`src/verilog/aagc_pkg.sv`:
```
// Purpose: Shared constants and helpers for the averaging, oscillator and pin-function register bank.
// Assumes: Eight channels, 8-bit register data, printed offsets used directly as addresses.
// Notes: Every offset, field position and reset value used by the design is named here once.

package aagc_pkg;

  // ----------------------------------------------------------------
  // Geometry
  // ----------------------------------------------------------------
  localparam int NCH = 8;
  localparam int DATA_W = 8;
  localparam int ADDR_W = 8;
  localparam int AVG_W = 3;
  localparam int DIV_W = 4;

  // ----------------------------------------------------------------
  // Register offsets
  // ----------------------------------------------------------------
  localparam logic [ADDR_W-1:0] ADDR_STATUS = 8'h00;
  localparam logic [ADDR_W-1:0] ADDR_GENERAL = 8'h01;
  localparam logic [ADDR_W-1:0] ADDR_AVG = 8'h03;
  localparam logic [ADDR_W-1:0] ADDR_OSC = 8'h04;
  localparam logic [ADDR_W-1:0] ADDR_FUNC = 8'h05;
  localparam logic [ADDR_W-1:0] ADDR_DIR = 8'h07;
  localparam logic [ADDR_W-1:0] ADDR_DRIVE = 8'h09;
  localparam logic [ADDR_W-1:0] ADDR_LEVEL = 8'h0b;
  localparam logic [ADDR_W-1:0] ADDR_INPUT = 8'h0d;

  // ----------------------------------------------------------------
  // Field positions
  // ----------------------------------------------------------------
  localparam int BROWNOUT_BIT = 0;
  localparam int SWRST_BIT = 0;
  localparam int FORCE_BIT = 2;
  localparam int AVG_LSB = 0;
  localparam int DIV_LSB = 0;
  localparam int OSC_CHOICE_BIT = 4;

  // ----------------------------------------------------------------
  // Reset values
  // ----------------------------------------------------------------
  localparam logic [AVG_W-1:0] RST_AVG_FIELD = 3'h0;
  localparam logic [DIV_W-1:0] RST_OSC_DIV = 4'h1;
  localparam logic RST_OSC_CHOICE = 1'b0;
  localparam logic [NCH-1:0] RST_CHAN = 8'h00;
  localparam logic RST_FORCE = 1'b0;
  localparam logic RST_BROWNOUT = 1'b1;
  localparam logic [NCH-1:0] PIN_RELEASED = 8'hff;

  // ----------------------------------------------------------------
  // Helpers
  // ----------------------------------------------------------------
  // Number of averaged samples for a ratio field: two to the field value.
  function automatic logic [7:0] aagc_pow2(input logic [AVG_W-1:0] field);
    aagc_pow2 = 8'h01 << field;
  endfunction : aagc_pow2

endpackage : aagc_pkg

```
`src/verilog/aagc_rate_div.sv`:
```
// Purpose: Sampling-rate divider and averaging-window counter.
// Assumes: Divider and ratio fields come straight from their registers.
// Notes: Outputs are registered; a change of field takes effect one cycle later.

`timescale 1ns/1ps

module aagc_rate_div import aagc_pkg::*; #(
  parameter int CNT_W = DIV_W
) (
  input wire logic i_clk,
  input wire logic i_rst_b,
  input wire logic i_clr,
  input wire logic [AVG_W-1:0] i_avg_field,
  input wire logic [CNT_W-1:0] i_div,
  output logic o_sample_tick,
  output logic o_avg_done,
  output logic [7:0] o_avg_count
);

  generate
    if (CNT_W < 1 || CNT_W > 8) begin : g_bad_width
      $error("aagc_rate_div: divider width out of range");
    end
  endgenerate

  logic [CNT_W-1:0] cnt_reg;
  logic [7:0] samp_reg;
  logic tick_reg;
  logic done_reg;
  logic [7:0] count_reg;

  // ----------------------------------------------------------------
  // Decode
  // ----------------------------------------------------------------
  // The divider only slows sampling while averaging; without it every cycle samples.
  wire avg_on = (i_avg_field != '0);
  wire [CNT_W-1:0] limit = avg_on ? i_div : '0;
  wire cnt_hit = (cnt_reg >= limit);
  wire [CNT_W-1:0] cnt_next = cnt_hit ? '0 : CNT_W'(cnt_reg + 1'b1);
  wire [7:0] target = aagc_pow2(i_avg_field);
  wire samp_last = (samp_reg >= 8'(target - 8'h01));
  wire [7:0] samp_next = cnt_hit ? (samp_last ? 8'h00 : 8'(samp_reg + 8'h01)) : samp_reg;

  // Counters restart on a software reset so a new window starts clean.
  always_ff @(posedge i_clk or negedge i_rst_b) begin
    if (!i_rst_b) begin
      cnt_reg <= '0;
      samp_reg <= 8'h00;
    end else if (i_clr) begin
      cnt_reg <= '0;
      samp_reg <= 8'h00;
    end else begin
      cnt_reg <= cnt_next;
      samp_reg <= samp_next;
    end
  end

  // Registered outputs.
  always_ff @(posedge i_clk or negedge i_rst_b) begin
    if (!i_rst_b) begin
      tick_reg <= 1'b0;
      done_reg <= 1'b0;
      count_reg <= aagc_pow2(RST_AVG_FIELD);
    end else begin
      tick_reg <= cnt_hit & ~i_clr;
      done_reg <= cnt_hit & samp_last & ~i_clr;
      count_reg <= target;
    end
  end

  assign o_sample_tick = tick_reg;
  assign o_avg_done = done_reg;
  assign o_avg_count = count_reg;

endmodule : aagc_rate_div

```
`src/verilog/aagc_pin_ctl.sv`:
```
// Purpose: Per-channel pin function, direction and drive logic.
// Assumes: Pad resolves the wire from output and active-low enable.
// Notes: All outputs are registered, so a setting reaches the pin one cycle after its register.

`timescale 1ns/1ps

module aagc_pin_ctl import aagc_pkg::*; #(
  parameter int W = NCH
) (
  input wire logic i_clk,
  input wire logic i_rst_b,
  input wire logic [W-1:0] i_func,
  input wire logic [W-1:0] i_dir,
  input wire logic [W-1:0] i_drive,
  input wire logic [W-1:0] i_level,
  input wire logic i_force,
  output logic [W-1:0] o_pin_out,
  output logic [W-1:0] o_pin_oe_b,
  output logic [W-1:0] o_analog_en
);

  generate
    if (W != NCH) begin : g_bad_width
      $error("aagc_pin_ctl: channel count must match the register width");
    end
  endgenerate

  logic [W-1:0] out_reg;
  logic [W-1:0] oe_b_reg;
  logic [W-1:0] analog_reg;

  // ----------------------------------------------------------------
  // Decode
  // ----------------------------------------------------------------
  // Level and drive type only matter for a digital output channel.
  wire [W-1:0] digital = i_func & ~{W{i_force}};
  wire [W-1:0] active = digital & i_dir;
  // Open drain pulls low only; push-pull drives both levels.
  wire [W-1:0] drive_en = active & (i_drive | ~i_level);
  wire [W-1:0] out_next = active & i_level & i_drive;

  // Pins come out of reset released and analog.
  always_ff @(posedge i_clk or negedge i_rst_b) begin
    if (!i_rst_b) begin
      out_reg <= '0;
      oe_b_reg <= W'(PIN_RELEASED);
      analog_reg <= W'(PIN_RELEASED);
    end else begin
      out_reg <= out_next;
      oe_b_reg <= ~drive_en;
      analog_reg <= ~digital;
    end
  end

  assign o_pin_out = out_reg;
  assign o_pin_oe_b = oe_b_reg;
  assign o_analog_en = analog_reg;

endmodule : aagc_pin_ctl

```
`src/verilog/aagc_regs.sv`:
```
// Purpose: Register bank for averaging ratio, oscillator and divider, channel function and pin control.
// Assumes: Plain register port; read data appear the cycle after the read strobe and only then.
// Notes: Unmapped reads return zero and unmapped writes are dropped.
//
// Function
// - Ratio field bits 2..0 selects two to the field value averaged samples.
// - Oscillator bit 4: clear means high-speed, set means low-power.
// - Divider field bits 3..0 sets sampling rate while averaging; resets to one.
// - All registers reset to zero except oscillator and status registers, which reset to one.
// - Each channel-function bit: zero analog input, one digital pin.
// - Each direction bit: clear is digital input, set is digital output.
// - Each drive bit: clear is open-drain, set is push-pull.
// - Each level bit sets the logic level driven on that digital output.
// - Input-level register reads back the sensed level of each pin.
// - Force-analog bit makes every channel analog regardless of other settings.
// - Software reset restores defaults, self-clears and sets the brownout flag.
//
// The address-and-strobe port is this design's own decision.

`timescale 1ns/1ps

module aagc_regs import aagc_pkg::*; #(
  parameter int CHANNELS = NCH
) (
  input wire logic i_clk,
  input wire logic i_rst_b,
  input wire logic [ADDR_W-1:0] i_addr,
  input wire logic [DATA_W-1:0] i_wdata,
  input wire logic i_wr,
  input wire logic i_rd,
  output logic [DATA_W-1:0] o_rdata,
  input wire logic [CHANNELS-1:0] i_pin_in,
  output logic [CHANNELS-1:0] o_pin_out,
  output logic [CHANNELS-1:0] o_pin_oe_b,
  output logic [CHANNELS-1:0] o_analog_en,
  output logic o_osc_low_power,
  output logic [DIV_W-1:0] o_clk_div,
  output logic [7:0] o_avg_count,
  output logic o_sample_tick,
  output logic o_avg_done
);

  generate
    if (CHANNELS != NCH) begin : g_bad_channels
      $error("aagc_regs: only eight channels fit the 8-bit registers");
    end
  endgenerate

  // ----------------------------------------------------------------
  // Register state
  // ----------------------------------------------------------------
  logic [AVG_W-1:0] avg_reg;
  logic osc_choice_reg;
  logic [DIV_W-1:0] div_reg;
  logic [NCH-1:0] func_reg;
  logic [NCH-1:0] dir_reg;
  logic [NCH-1:0] drive_reg;
  logic [NCH-1:0] level_reg;
  logic [NCH-1:0] input_reg;
  logic force_reg;
  logic brownout_reg;
  logic [DATA_W-1:0] rdata_reg;

  // ----------------------------------------------------------------
  // Address decode
  // ----------------------------------------------------------------
  // One hit wire per register; the strobes qualify them below.
  wire hit_status = (i_addr == ADDR_STATUS);
  wire hit_general = (i_addr == ADDR_GENERAL);
  wire hit_avg = (i_addr == ADDR_AVG);
  wire hit_osc = (i_addr == ADDR_OSC);
  wire hit_func = (i_addr == ADDR_FUNC);
  wire hit_dir = (i_addr == ADDR_DIR);
  wire hit_drive = (i_addr == ADDR_DRIVE);
  wire hit_level = (i_addr == ADDR_LEVEL);
  wire hit_input = (i_addr == ADDR_INPUT);

  // Write enables per register.
  wire wr_status = i_wr & hit_status;
  wire wr_general = i_wr & hit_general;
  wire wr_avg = i_wr & hit_avg;
  wire wr_osc = i_wr & hit_osc;
  wire wr_func = i_wr & hit_func;
  wire wr_dir = i_wr & hit_dir;
  wire wr_drive = i_wr & hit_drive;
  wire wr_level = i_wr & hit_level;

  // The reset bit is never stored, so it reads back as zero by construction.
  wire swrst = wr_general & i_wdata[SWRST_BIT];
  wire brownout_clr = wr_status & i_wdata[BROWNOUT_BIT];

  // ----------------------------------------------------------------
  // Configuration registers
  // ----------------------------------------------------------------
  // Averaging ratio; a software reset takes precedence over the write data.
  always_ff @(posedge i_clk or negedge i_rst_b) begin
    if (!i_rst_b) begin
      avg_reg <= RST_AVG_FIELD;
    end else if (swrst) begin
      avg_reg <= RST_AVG_FIELD;
    end else if (wr_avg) begin
      avg_reg <= i_wdata[AVG_LSB +: AVG_W];
    end
  end

  // Oscillator choice and sampling divider share one register.
  always_ff @(posedge i_clk or negedge i_rst_b) begin
    if (!i_rst_b) begin
      osc_choice_reg <= RST_OSC_CHOICE;
      div_reg <= RST_OSC_DIV;
    end else if (swrst) begin
      osc_choice_reg <= RST_OSC_CHOICE;
      div_reg <= RST_OSC_DIV;
    end else if (wr_osc) begin
      osc_choice_reg <= i_wdata[OSC_CHOICE_BIT];
      div_reg <= i_wdata[DIV_LSB +: DIV_W];
    end
  end

  // Channel function and direction.
  always_ff @(posedge i_clk or negedge i_rst_b) begin
    if (!i_rst_b) begin
      func_reg <= RST_CHAN;
      dir_reg <= RST_CHAN;
    end else if (swrst) begin
      func_reg <= RST_CHAN;
      dir_reg <= RST_CHAN;
    end else begin
      if (wr_func) begin
        func_reg <= i_wdata;
      end
      if (wr_dir) begin
        dir_reg <= i_wdata;
      end
    end
  end

  // Output drive type and level.
  always_ff @(posedge i_clk or negedge i_rst_b) begin
    if (!i_rst_b) begin
      drive_reg <= RST_CHAN;
      level_reg <= RST_CHAN;
    end else if (swrst) begin
      drive_reg <= RST_CHAN;
      level_reg <= RST_CHAN;
    end else begin
      if (wr_drive) begin
        drive_reg <= i_wdata;
      end
      if (wr_level) begin
        level_reg <= i_wdata;
      end
    end
  end

  // Force-analog control; cleared by software reset like the rest.
  always_ff @(posedge i_clk or negedge i_rst_b) begin
    if (!i_rst_b) begin
      force_reg <= RST_FORCE;
    end else if (swrst) begin
      force_reg <= RST_FORCE;
    end else if (wr_general) begin
      force_reg <= i_wdata[FORCE_BIT];
    end
  end

  // Brownout flag: set by power-on and software reset, cleared by writing one.
  // The set is tested first so a reset never loses to a clear.
  always_ff @(posedge i_clk or negedge i_rst_b) begin
    if (!i_rst_b) begin
      brownout_reg <= RST_BROWNOUT;
    end else if (swrst) begin
      brownout_reg <= 1'b1;
    end else if (brownout_clr) begin
      brownout_reg <= 1'b0;
    end
  end

  // ----------------------------------------------------------------
  // Pin sensing and read path
  // ----------------------------------------------------------------
  // Pins are synchronous to the clock, so one register stage is enough.
  always_ff @(posedge i_clk or negedge i_rst_b) begin
    if (!i_rst_b) begin
      input_reg <= RST_CHAN;
    end else if (swrst) begin
      input_reg <= RST_CHAN;
    end else begin
      input_reg <= i_pin_in;
    end
  end

  // Read views; reserved bits are zero.
  wire [DATA_W-1:0] status_val = {7'h00, brownout_reg};
  wire [DATA_W-1:0] general_val = {7'h00, force_reg} << FORCE_BIT;
  wire [DATA_W-1:0] avg_val = {5'h00, avg_reg};
  wire [DATA_W-1:0] osc_val = ({7'h00, osc_choice_reg} << OSC_CHOICE_BIT) | {4'h0, div_reg};
  wire [DATA_W-1:0] rd_mux =
    hit_status ? status_val :
    hit_general ? general_val :
    hit_avg ? avg_val :
    hit_osc ? osc_val :
    hit_func ? func_reg :
    hit_dir ? dir_reg :
    hit_drive ? drive_reg :
    hit_level ? level_reg :
    hit_input ? input_reg :
    8'h00;

  // Read data stand for exactly one cycle; zero otherwise so stale data never linger.
  always_ff @(posedge i_clk or negedge i_rst_b) begin
    if (!i_rst_b) begin
      rdata_reg <= 8'h00;
    end else begin
      rdata_reg <= i_rd ? rd_mux : 8'h00;
    end
  end

  assign o_rdata = rdata_reg;
  assign o_osc_low_power = osc_choice_reg;
  assign o_clk_div = div_reg;

  // ----------------------------------------------------------------
  // Sub-blocks
  // ----------------------------------------------------------------
  aagc_rate_div #(
    .CNT_W(DIV_W)
  ) u_rate_div (
    .i_clk(i_clk),
    .i_rst_b(i_rst_b),
    .i_clr(swrst),
    .i_avg_field(avg_reg),
    .i_div(div_reg),
    .o_sample_tick(o_sample_tick),
    .o_avg_done(o_avg_done),
    .o_avg_count(o_avg_count)
  );

  aagc_pin_ctl #(
    .W(NCH)
  ) u_pin_ctl (
    .i_clk(i_clk),
    .i_rst_b(i_rst_b),
    .i_func(func_reg),
    .i_dir(dir_reg),
    .i_drive(drive_reg),
    .i_level(level_reg),
    .i_force(force_reg),
    .o_pin_out(o_pin_out),
    .o_pin_oe_b(o_pin_oe_b),
    .o_analog_en(o_analog_en)
  );

  // ----------------------------------------------------------------
  // Checks
  // ----------------------------------------------------------------
  // Sample count follows the ratio field once it has settled.
  chk_avg_count_pow2 : assert property (
    @(posedge i_clk) disable iff (!i_rst_b)
    $stable(avg_reg) |-> o_avg_count == aagc_pow2(avg_reg))
    else $error("average count does not match ratio field");

  // A written oscillator bit appears on the choice output next cycle.
  chk_osc_choice_write : assert property (
    @(posedge i_clk) disable iff (!i_rst_b)
    wr_osc |=> o_osc_low_power == $past(i_wdata[OSC_CHOICE_BIT]))
    else $error("oscillator choice not taken from write");

  // With averaging on and divider one, ticks come every second cycle.
  chk_div_tick_period : assert property (
    @(posedge i_clk) disable iff (!i_rst_b)
    (o_sample_tick && avg_reg != 3'h0 && div_reg == 4'h1 && !i_wr && $stable(div_reg) && $stable(avg_reg))
    ##1 !swrst |-> !o_sample_tick ##1 o_sample_tick)
    else $error("sample tick period wrong for divider one");

  // After a software reset the oscillator register holds its nonzero default.
  chk_reset_defaults : assert property (
    @(posedge i_clk) disable iff (!i_rst_b)
    swrst |=> osc_val == 8'h01 && avg_reg == 3'h0 && drive_reg == 8'h00 && level_reg == 8'h00)
    else $error("register defaults wrong after software reset");

  // Analog enable is the inverse of the function register unless forced.
  chk_analog_function : assert property (
    @(posedge i_clk) disable iff (!i_rst_b)
    !force_reg |=> o_analog_en == ~$past(func_reg))
    else $error("analog enable does not follow channel function");

  // A digital input never drives its pin.
  chk_input_released : assert property (
    @(posedge i_clk) disable iff (!i_rst_b)
    1'b1 |=> ($past(~dir_reg) & ~o_pin_oe_b) == 8'h00)
    else $error("input channel is driving its pin");

  // Push-pull digital outputs drive continuously.
  chk_push_pull_drive : assert property (
    @(posedge i_clk) disable iff (!i_rst_b)
    !force_reg |=> ($past(func_reg & dir_reg & drive_reg) & o_pin_oe_b) == 8'h00)
    else $error("push-pull output not driven");

  // Driven push-pull pins carry the level register; open-drain pins release at one.
  chk_level_driven : assert property (
    @(posedge i_clk) disable iff (!i_rst_b)
    !force_reg |=> ((o_pin_out ^ $past(level_reg)) & $past(func_reg & dir_reg & drive_reg)) == 8'h00
      && ($past(func_reg & dir_reg & ~drive_reg & level_reg) & ~o_pin_oe_b) == 8'h00)
    else $error("output level not as written");

  // Reading the input register returns the pin levels two cycles back.
  chk_input_readback : assert property (
    @(posedge i_clk) disable iff (!i_rst_b)
    (i_rd && hit_input && !$past(i_wr)) |=> o_rdata == $past(i_pin_in, 2))
    else $error("input readback does not show pin levels");

  // Forcing analog releases every pin for as long as the bit stays set.
  chk_force_all_analog : assert property (
    @(posedge i_clk) disable iff (!i_rst_b)
    force_reg |=> o_analog_en == 8'hff && o_pin_oe_b == 8'hff && o_pin_out == 8'h00)
    else $error("forced analog channel still digital");

  // Software reset sets the flag, clears the force bit and reads back zero.
  chk_swrst_brownout : assert property (
    @(posedge i_clk) disable iff (!i_rst_b)
    swrst |=> brownout_reg && !force_reg && func_reg == 8'h00 && general_val[SWRST_BIT] == 1'b0)
    else $error("software reset did not restore defaults");

  // Channels that are not digital outputs keep the pin released and low.
  chk_gated_drive : assert property (
    @(posedge i_clk) disable iff (!i_rst_b)
    1'b1 |=> ($past(~(func_reg & dir_reg)) & (~o_pin_oe_b | o_pin_out)) == 8'h00)
    else $error("non-output channel affects its pin");

  // A ratio write lands in its field the edge it is taken.
  chk_ratio_write : assert property (
    @(posedge i_clk) disable iff (!i_rst_b)
    wr_avg |=> avg_reg == $past(i_wdata[AVG_LSB +: AVG_W]))
    else $error("ratio field not taken from write");

  // A divider write reaches the divider output the next cycle.
  chk_divider_write : assert property (
    @(posedge i_clk) disable iff (!i_rst_b)
    wr_osc |=> o_clk_div == $past(i_wdata[DIV_LSB +: DIV_W]))
    else $error("divider field not taken from write");

  // The input register follows the pins every cycle except after a software reset, which clears it, so a write to it has no effect.
  // The edge that releases reset is left out, since the flops still see reset there.
  chk_input_tracks_pins : assert property (
    @(posedge i_clk) disable iff (!i_rst_b)
    (i_rst_b && !swrst) |=> input_reg == $past(i_pin_in))
    else $error("input register does not follow the pins");

endmodule : aagc_regs

```
`config.mk`:
```
export PLATFORM = sky130hd
export DESIGN_NAME = aagc_regs
export DESIGN_NICKNAME = d
export VERILOG_FILES = /design/src/verilog/aagc_pkg.sv /design/src/verilog/aagc_rate_div.sv /design/src/verilog/aagc_pin_ctl.sv /design/src/verilog/aagc_regs.sv
export SDC_FILE = /design/constraint.sdc
export NUM_CORES = 1
export LEC_CHECK = 0
export BUFFER_PORTS_ARGS = -buffer_cell sky130_fd_sc_hd__buf_2
export CAP_MARGIN = 20
export CORE_ASPECT_RATIO = 0.75
export CORE_MARGIN = 5
export CORE_UTILIZATION = 40
export CTS_CLUSTER_DIAMETER = 150
export CTS_CLUSTER_SIZE = 30
export DETAILED_ROUTE_END_ITERATION = 7
export PLACE_DENSITY = 0.64
export SLEW_MARGIN = 20
export SYNTH_ARGS = -nofsm -noshare
export SYNTH_HDL_FRONTEND = slang
export SYNTH_SLANG_ARGS = --single-unit
export TNS_END_PERCENT = 50
```
`constraint.sdc`:
```
create_clock -name i_clk -period 5.62 [get_ports i_clk]
set_input_delay 1.124 -clock i_clk [delete_from_list [all_inputs] [get_ports i_clk]]
set_output_delay 1.124 -clock i_clk [all_outputs]
set_load 0.02 [all_outputs]
```
After elaboration in Yosys (flattened, before gate mapping)
Index checks and enable logic that the tools add are counted.

word-level totals
  flip-flop bits (word level) = 104
  bits of input ports = 28
  output and inout bits = 47
  logic and storage cells = 104

operators by class
  add/sub/neg operators = 3
  $lt $le $gt $ge = 2
  equality and inequality tests = 8
  shift operators = 1
  mux-type cells = 35
  bitwise gates (word level) = 25
  reduce and logical (&&, ||, !) cells = 11

operators with widths
  kind                 count
  $mux 8               22
  $and 8x8->8          5
  $not 8->8            4
  $eq 8x3->1 const B   3
  $eq 8x4->1 const B   3
  $mux 4               5
  $reduce_bool 2->1    9
  $and 1x1->1          13
  $add 8x1->8 const B  1
  $eq 8x1->1 const B   1
  $eq 8x2->1 const B   1
  $ge 8x8->1           1
  $logic_not 8->1      1
  $or 8x8->8           1
  $shl 1x3->8 const A  1
  $sub 8x1->8 const B  1
  $mux 1               6
  $mux 3               2
  $or 5x4->5           1
  $add 4x1->4 const B  1
  $ge 4x4->1           1
  $reduce_bool 3->1    1
  $not 1->1            1

Longest topological paths before layout
  depth after elaboration = 11
  mapped depth = 14
  depth with buffers taken out = 12

By module
A second synthesis with hierarchy kept.

unflattened totals
  cells, all modules = 513
  area, all modules = 5218.8 µm²

by module, submodules not included
  module         times used  cells an instance  area each (µm²)
  aagc_regs      1           307                2996.6
  aagc_rate_div  1           141                1346.3
  aagc_pin_ctl   1           65                 875.8

Least setup slack after synthesis
OpenSTA, ideal clock, no wires.

  path type = reg-to-reg
  start = register avg_reg[0]
  end = register u_rate_div.samp_reg[2]
  library setup time = 0.104 ns
  arrival = 3.076 ns
  data required time = 5.516 ns
  path slack = 2.440 ns
  cell stages (with the launch flop) = 15
  clock period less this slack = 3.180 ns
  path through = dfrtp_1 clkbuf_1 or3_1 clkbuf_1 ha_1 clkbuf_1 nor3_1 a21oi_1 o21a_1 ha_1 a21o_1 a2111oi_0 o21a_1 o21ai_2 o311ai_1

between the ends
  word-level cells in the longest chain between the ends = 6
  elaborated cells on any way between the ends = 10

ends and longest elaborated chain
  element                   line                 RTL
  start: declaration        aagc_regs.sv:52      logic [AVG_W-1:0] avg_reg;
  start signal: assignment  aagc_regs.sv:102     avg_reg <= i_wdata[AVG_LSB +: AVG_W];
  $shl 1x3->8               aagc_pkg.sv:55       aagc_pow2 = 8'h01 << field;
  $sub 8x1->8               aagc_rate_div.sv:41  wire samp_last = (samp_reg >= 8'(target - 8'h01));
  $ge 8x8->1                aagc_rate_div.sv:41
  $mux 8 (2 in series)      aagc_rate_div.sv:42  wire [7:0] samp_next = cnt_hit ? (samp_last ? 8'h00 : 8'(samp_reg + 8'h01)) : samp_reg;
  $mux 8                    aagc_rate_div.sv:49  end else if (i_clr) begin
  end signal: assignment    aagc_rate_div.sv:54  samp_reg <= samp_next;
  end: declaration          aagc_rate_div.sv:27  logic [7:0] samp_reg;

Several ways; a longest one is shown, not always the timed one. The select of a mux whose other input is x is not followed.
A chain may end at the register's enable or synchronous reset.

Final worst setup path
  start = register avg_reg[1]
  end = register u_rate_div.samp_reg[2]

The elaborated chain is that of the path after synthesis.

==> results.txt <==
CP Class = register to register
Post-synth ARST share = 100%
Maximum clock rate = 282 MHz
Clk buf depth = 2
Status = completed
Row count = 35
Top cells by area, synth = dfrtp_1 42%, dfstp_2 9.8%, mux2i_1 7.3%
Vias in the first global route = 3779
Overflow after GRT = 0
Placed insts = 716
Post-CTS Setup Inserts = 0
Crit path buf inv count = 0
Syn Nets = 546
Startpoint Class = register
Critical path capture point = u_rate_div.samp_reg[2]
Core ar. = 12400 um^2
Clock root buffer master = clkbuf_16
Number of gates resized after CTS = 0
Reg2reg start = avg_reg[1]
Post-Layout Cell Count = 732
Most common cell in the netlist = dfrtp_1
Final ANT Viol Nets = 0
Final TNS setup = 0 ns
Endpoints failing setup = 0
Synth unique cells = 61
Pwr/cell area = 285 nW/um^2
Yosys warning count = 0
Top FF cell, synth = dfrtp_1
Die area = 15100 um^2
CTS H-tree lvls = 3
Antenna violations before repair = 0
CP max stage cell = or3_1
Diodes inserted = 0
TritonCTS Buffers = 9
DR WL/cell = 17.0 um
Hold WC Path Type = register to register
IO Count = 75
Vias per std cell = 5.32
R2r setup slk = 2.08 ns
CP Depth = 11
Synth area leader = dfrtp_1
Commonest cells in the netlist = 85 x dfrtp_1, 59 x nor2_1, 41 x nand2_1, 37 x mux2i_1, 34 x o21ai_0
Power Total = 1.66 mW
Worst slew pin tran = 0.940 ns
Synth top area share = 41.7%
Clk slew on worst S/H paths = 0.07 ns
Crit path max-delay family = compound AO/OA/AOI/OAI gates
MaxCap Viol Count = 0
Largest net degree at the start of global routing = 56
Number of port buffers = 74
Seq/Total Area, Yosys = 51.5%
Critical Path Source = avg_reg[1]
Worst path arrival time = 3.79 ns
Crit path time final = 3.54 ns
Area Overhead vs Synth = 14.5%
Post-synth EDFFs = 0
DP HPWL = 8800 um
Final period util = 63.0%
Worst Path Max Fanout = 12
CP Capture Type = register
Clock skew = 0.00811 ns
RePlAce Congestion = 0.868
Chip width = 140 um
Starting Density = 41.2%
Total Routing Usage GR = 17.2%
Cells after synthesis = 503
Final hold violations = 0
Die height = 108 um
R2R depth = 11
Via total after detailed routing = 3894
Cell area after synthesis = 5100 um^2
CTS Hold Buffers Added = 0
#FFs+latches synth = 104
Routed wire length = 12400 um
Share of cells above drive strength 1 = 21.9%
Fin nets = 604
R2R Path End = u_rate_div.samp_reg[2]
RSZ-0062 raised after global routing = false
CTS sink count = 104
Worst IR drop on VDD = 0.000147 V
CTS tree = built
First-pass GRT wire length = 20600 um
Mapped Avg Cell Area = 10.1 um^2
Final Max Tran Viols = 0
Worst path required time = 5.87 ns
CP max stage delay = 0.56 ns
# fillers = 1189
Crit-path cells = or3_1, ha_1, nor3_1, a21oi_1, o21a_1, ha_1, a21o_1, a2111oi_0, o21a_1, o21ai_2, o311ai_1
Clk_lat worst skew = 0.35 ns
Slew HR = 36.9%
Leak = 2.61 nW
Length of the first detailed-routing pass in iterations = 5
Drt initial violations = 336
Drt drc = 0
-- how the worst min path moves through the flow --
stage                     slack, ns   startpoint  depth (start not counted)                  endpoint
after floorplan                0.40  func_reg[3]                          1  u_pin_ctl.o_analog_en[3]
after global placement         0.45  func_reg[4]                          1  u_pin_ctl.o_analog_en[4]
after detailed placement       0.45  func_reg[4]                          1  u_pin_ctl.o_analog_en[4]
after CTS                      0.46  func_reg[4]                          1  u_pin_ctl.o_analog_en[4]
after global routing           0.49  func_reg[4]                          1  u_pin_ctl.o_analog_en[4]
final                          0.46  func_reg[3]                          1  u_pin_ctl.o_analog_en[3]
-- power by group --
| part | leakage, nW | internal, mW | switching, mW |
|---|---|---|---|
| registers | 1.35 | 0.791 | 0.0366 |
| clock network | 0.145 | 0.320 | 0.285 |
| logic | 1.12 | 0.0826 | 0.149 |
| total | 2.61 | 1.19 | 0.471 |
-- cell families after synthesis --
group,after synthesis,share of synthesized area [%]
fa+ha+maj,15,3.68
mux,39,7.70
buf+inv,58,4.95
other cells,1,0.0735
flops,104,51.5
compound gates,97,12.6
xor+xnor,5,0.859
simple gates,184,18.7
-- area by class of cell --
cell class	instances	area [um^2]	share of cell area (%)
clock buffer	10	239	4.09
clock inverter	6	51.3	0.878
sequential	104	2630	44.9
timing repair buffer	76	388	6.64
multi-input combinational	341	2220	38.0
tap	166	208	3.55
inverter	29	109	1.86
-- per-layer routing --
metal | share of wire, % | GRT usage (%) | routed length (um)
met1 | 50 | 26.2 | 6220
met2 | 44 | 23.8 | 5410
met3 | 5.1 | 4.31 | 630
met5 | 0 | 0 | 0
met4 | 1.3 | 4.77 | 159
-- per-stage QoR --
step           worst slack (ns)  area (um^2)  hold slack (ns)  util (%)
3_5_place_dp               1.96         5550            0.447      44.8
3_3_place_gp               2.02         5550            0.448      44.8
5_1_grt                    1.83         5840            0.490      47.1
4_1_cts                    2.06         5840            0.458      47.1
2_1_floorplan              2.44         5100            0.403         -
6_report                   2.08         5840            0.457      47.1
-- placed cells by master, fill, tap and decap left out, types with 8 or more instances in the layout --
cell / synthesis / layout
a21oi_1: 11 / 11
and3_1: 12 / 12
buf_2: 7 / 73
clkbuf_16: 0 / 9
dfrtp_1: 85 / 85
dfstp_2: 19 / 19
ha_1: 15 / 15
inv_1: 28 / 28
mux2i_1: 37 / 37
nand2_1: 41 / 41
nand2b_1: 15 / 15
nor2_1: 59 / 59
nor2b_1: 11 / 11
nor3_1: 8 / 8
o21ai_0: 34 / 34
No activity file was read; power rests on OpenSTA's default activity.
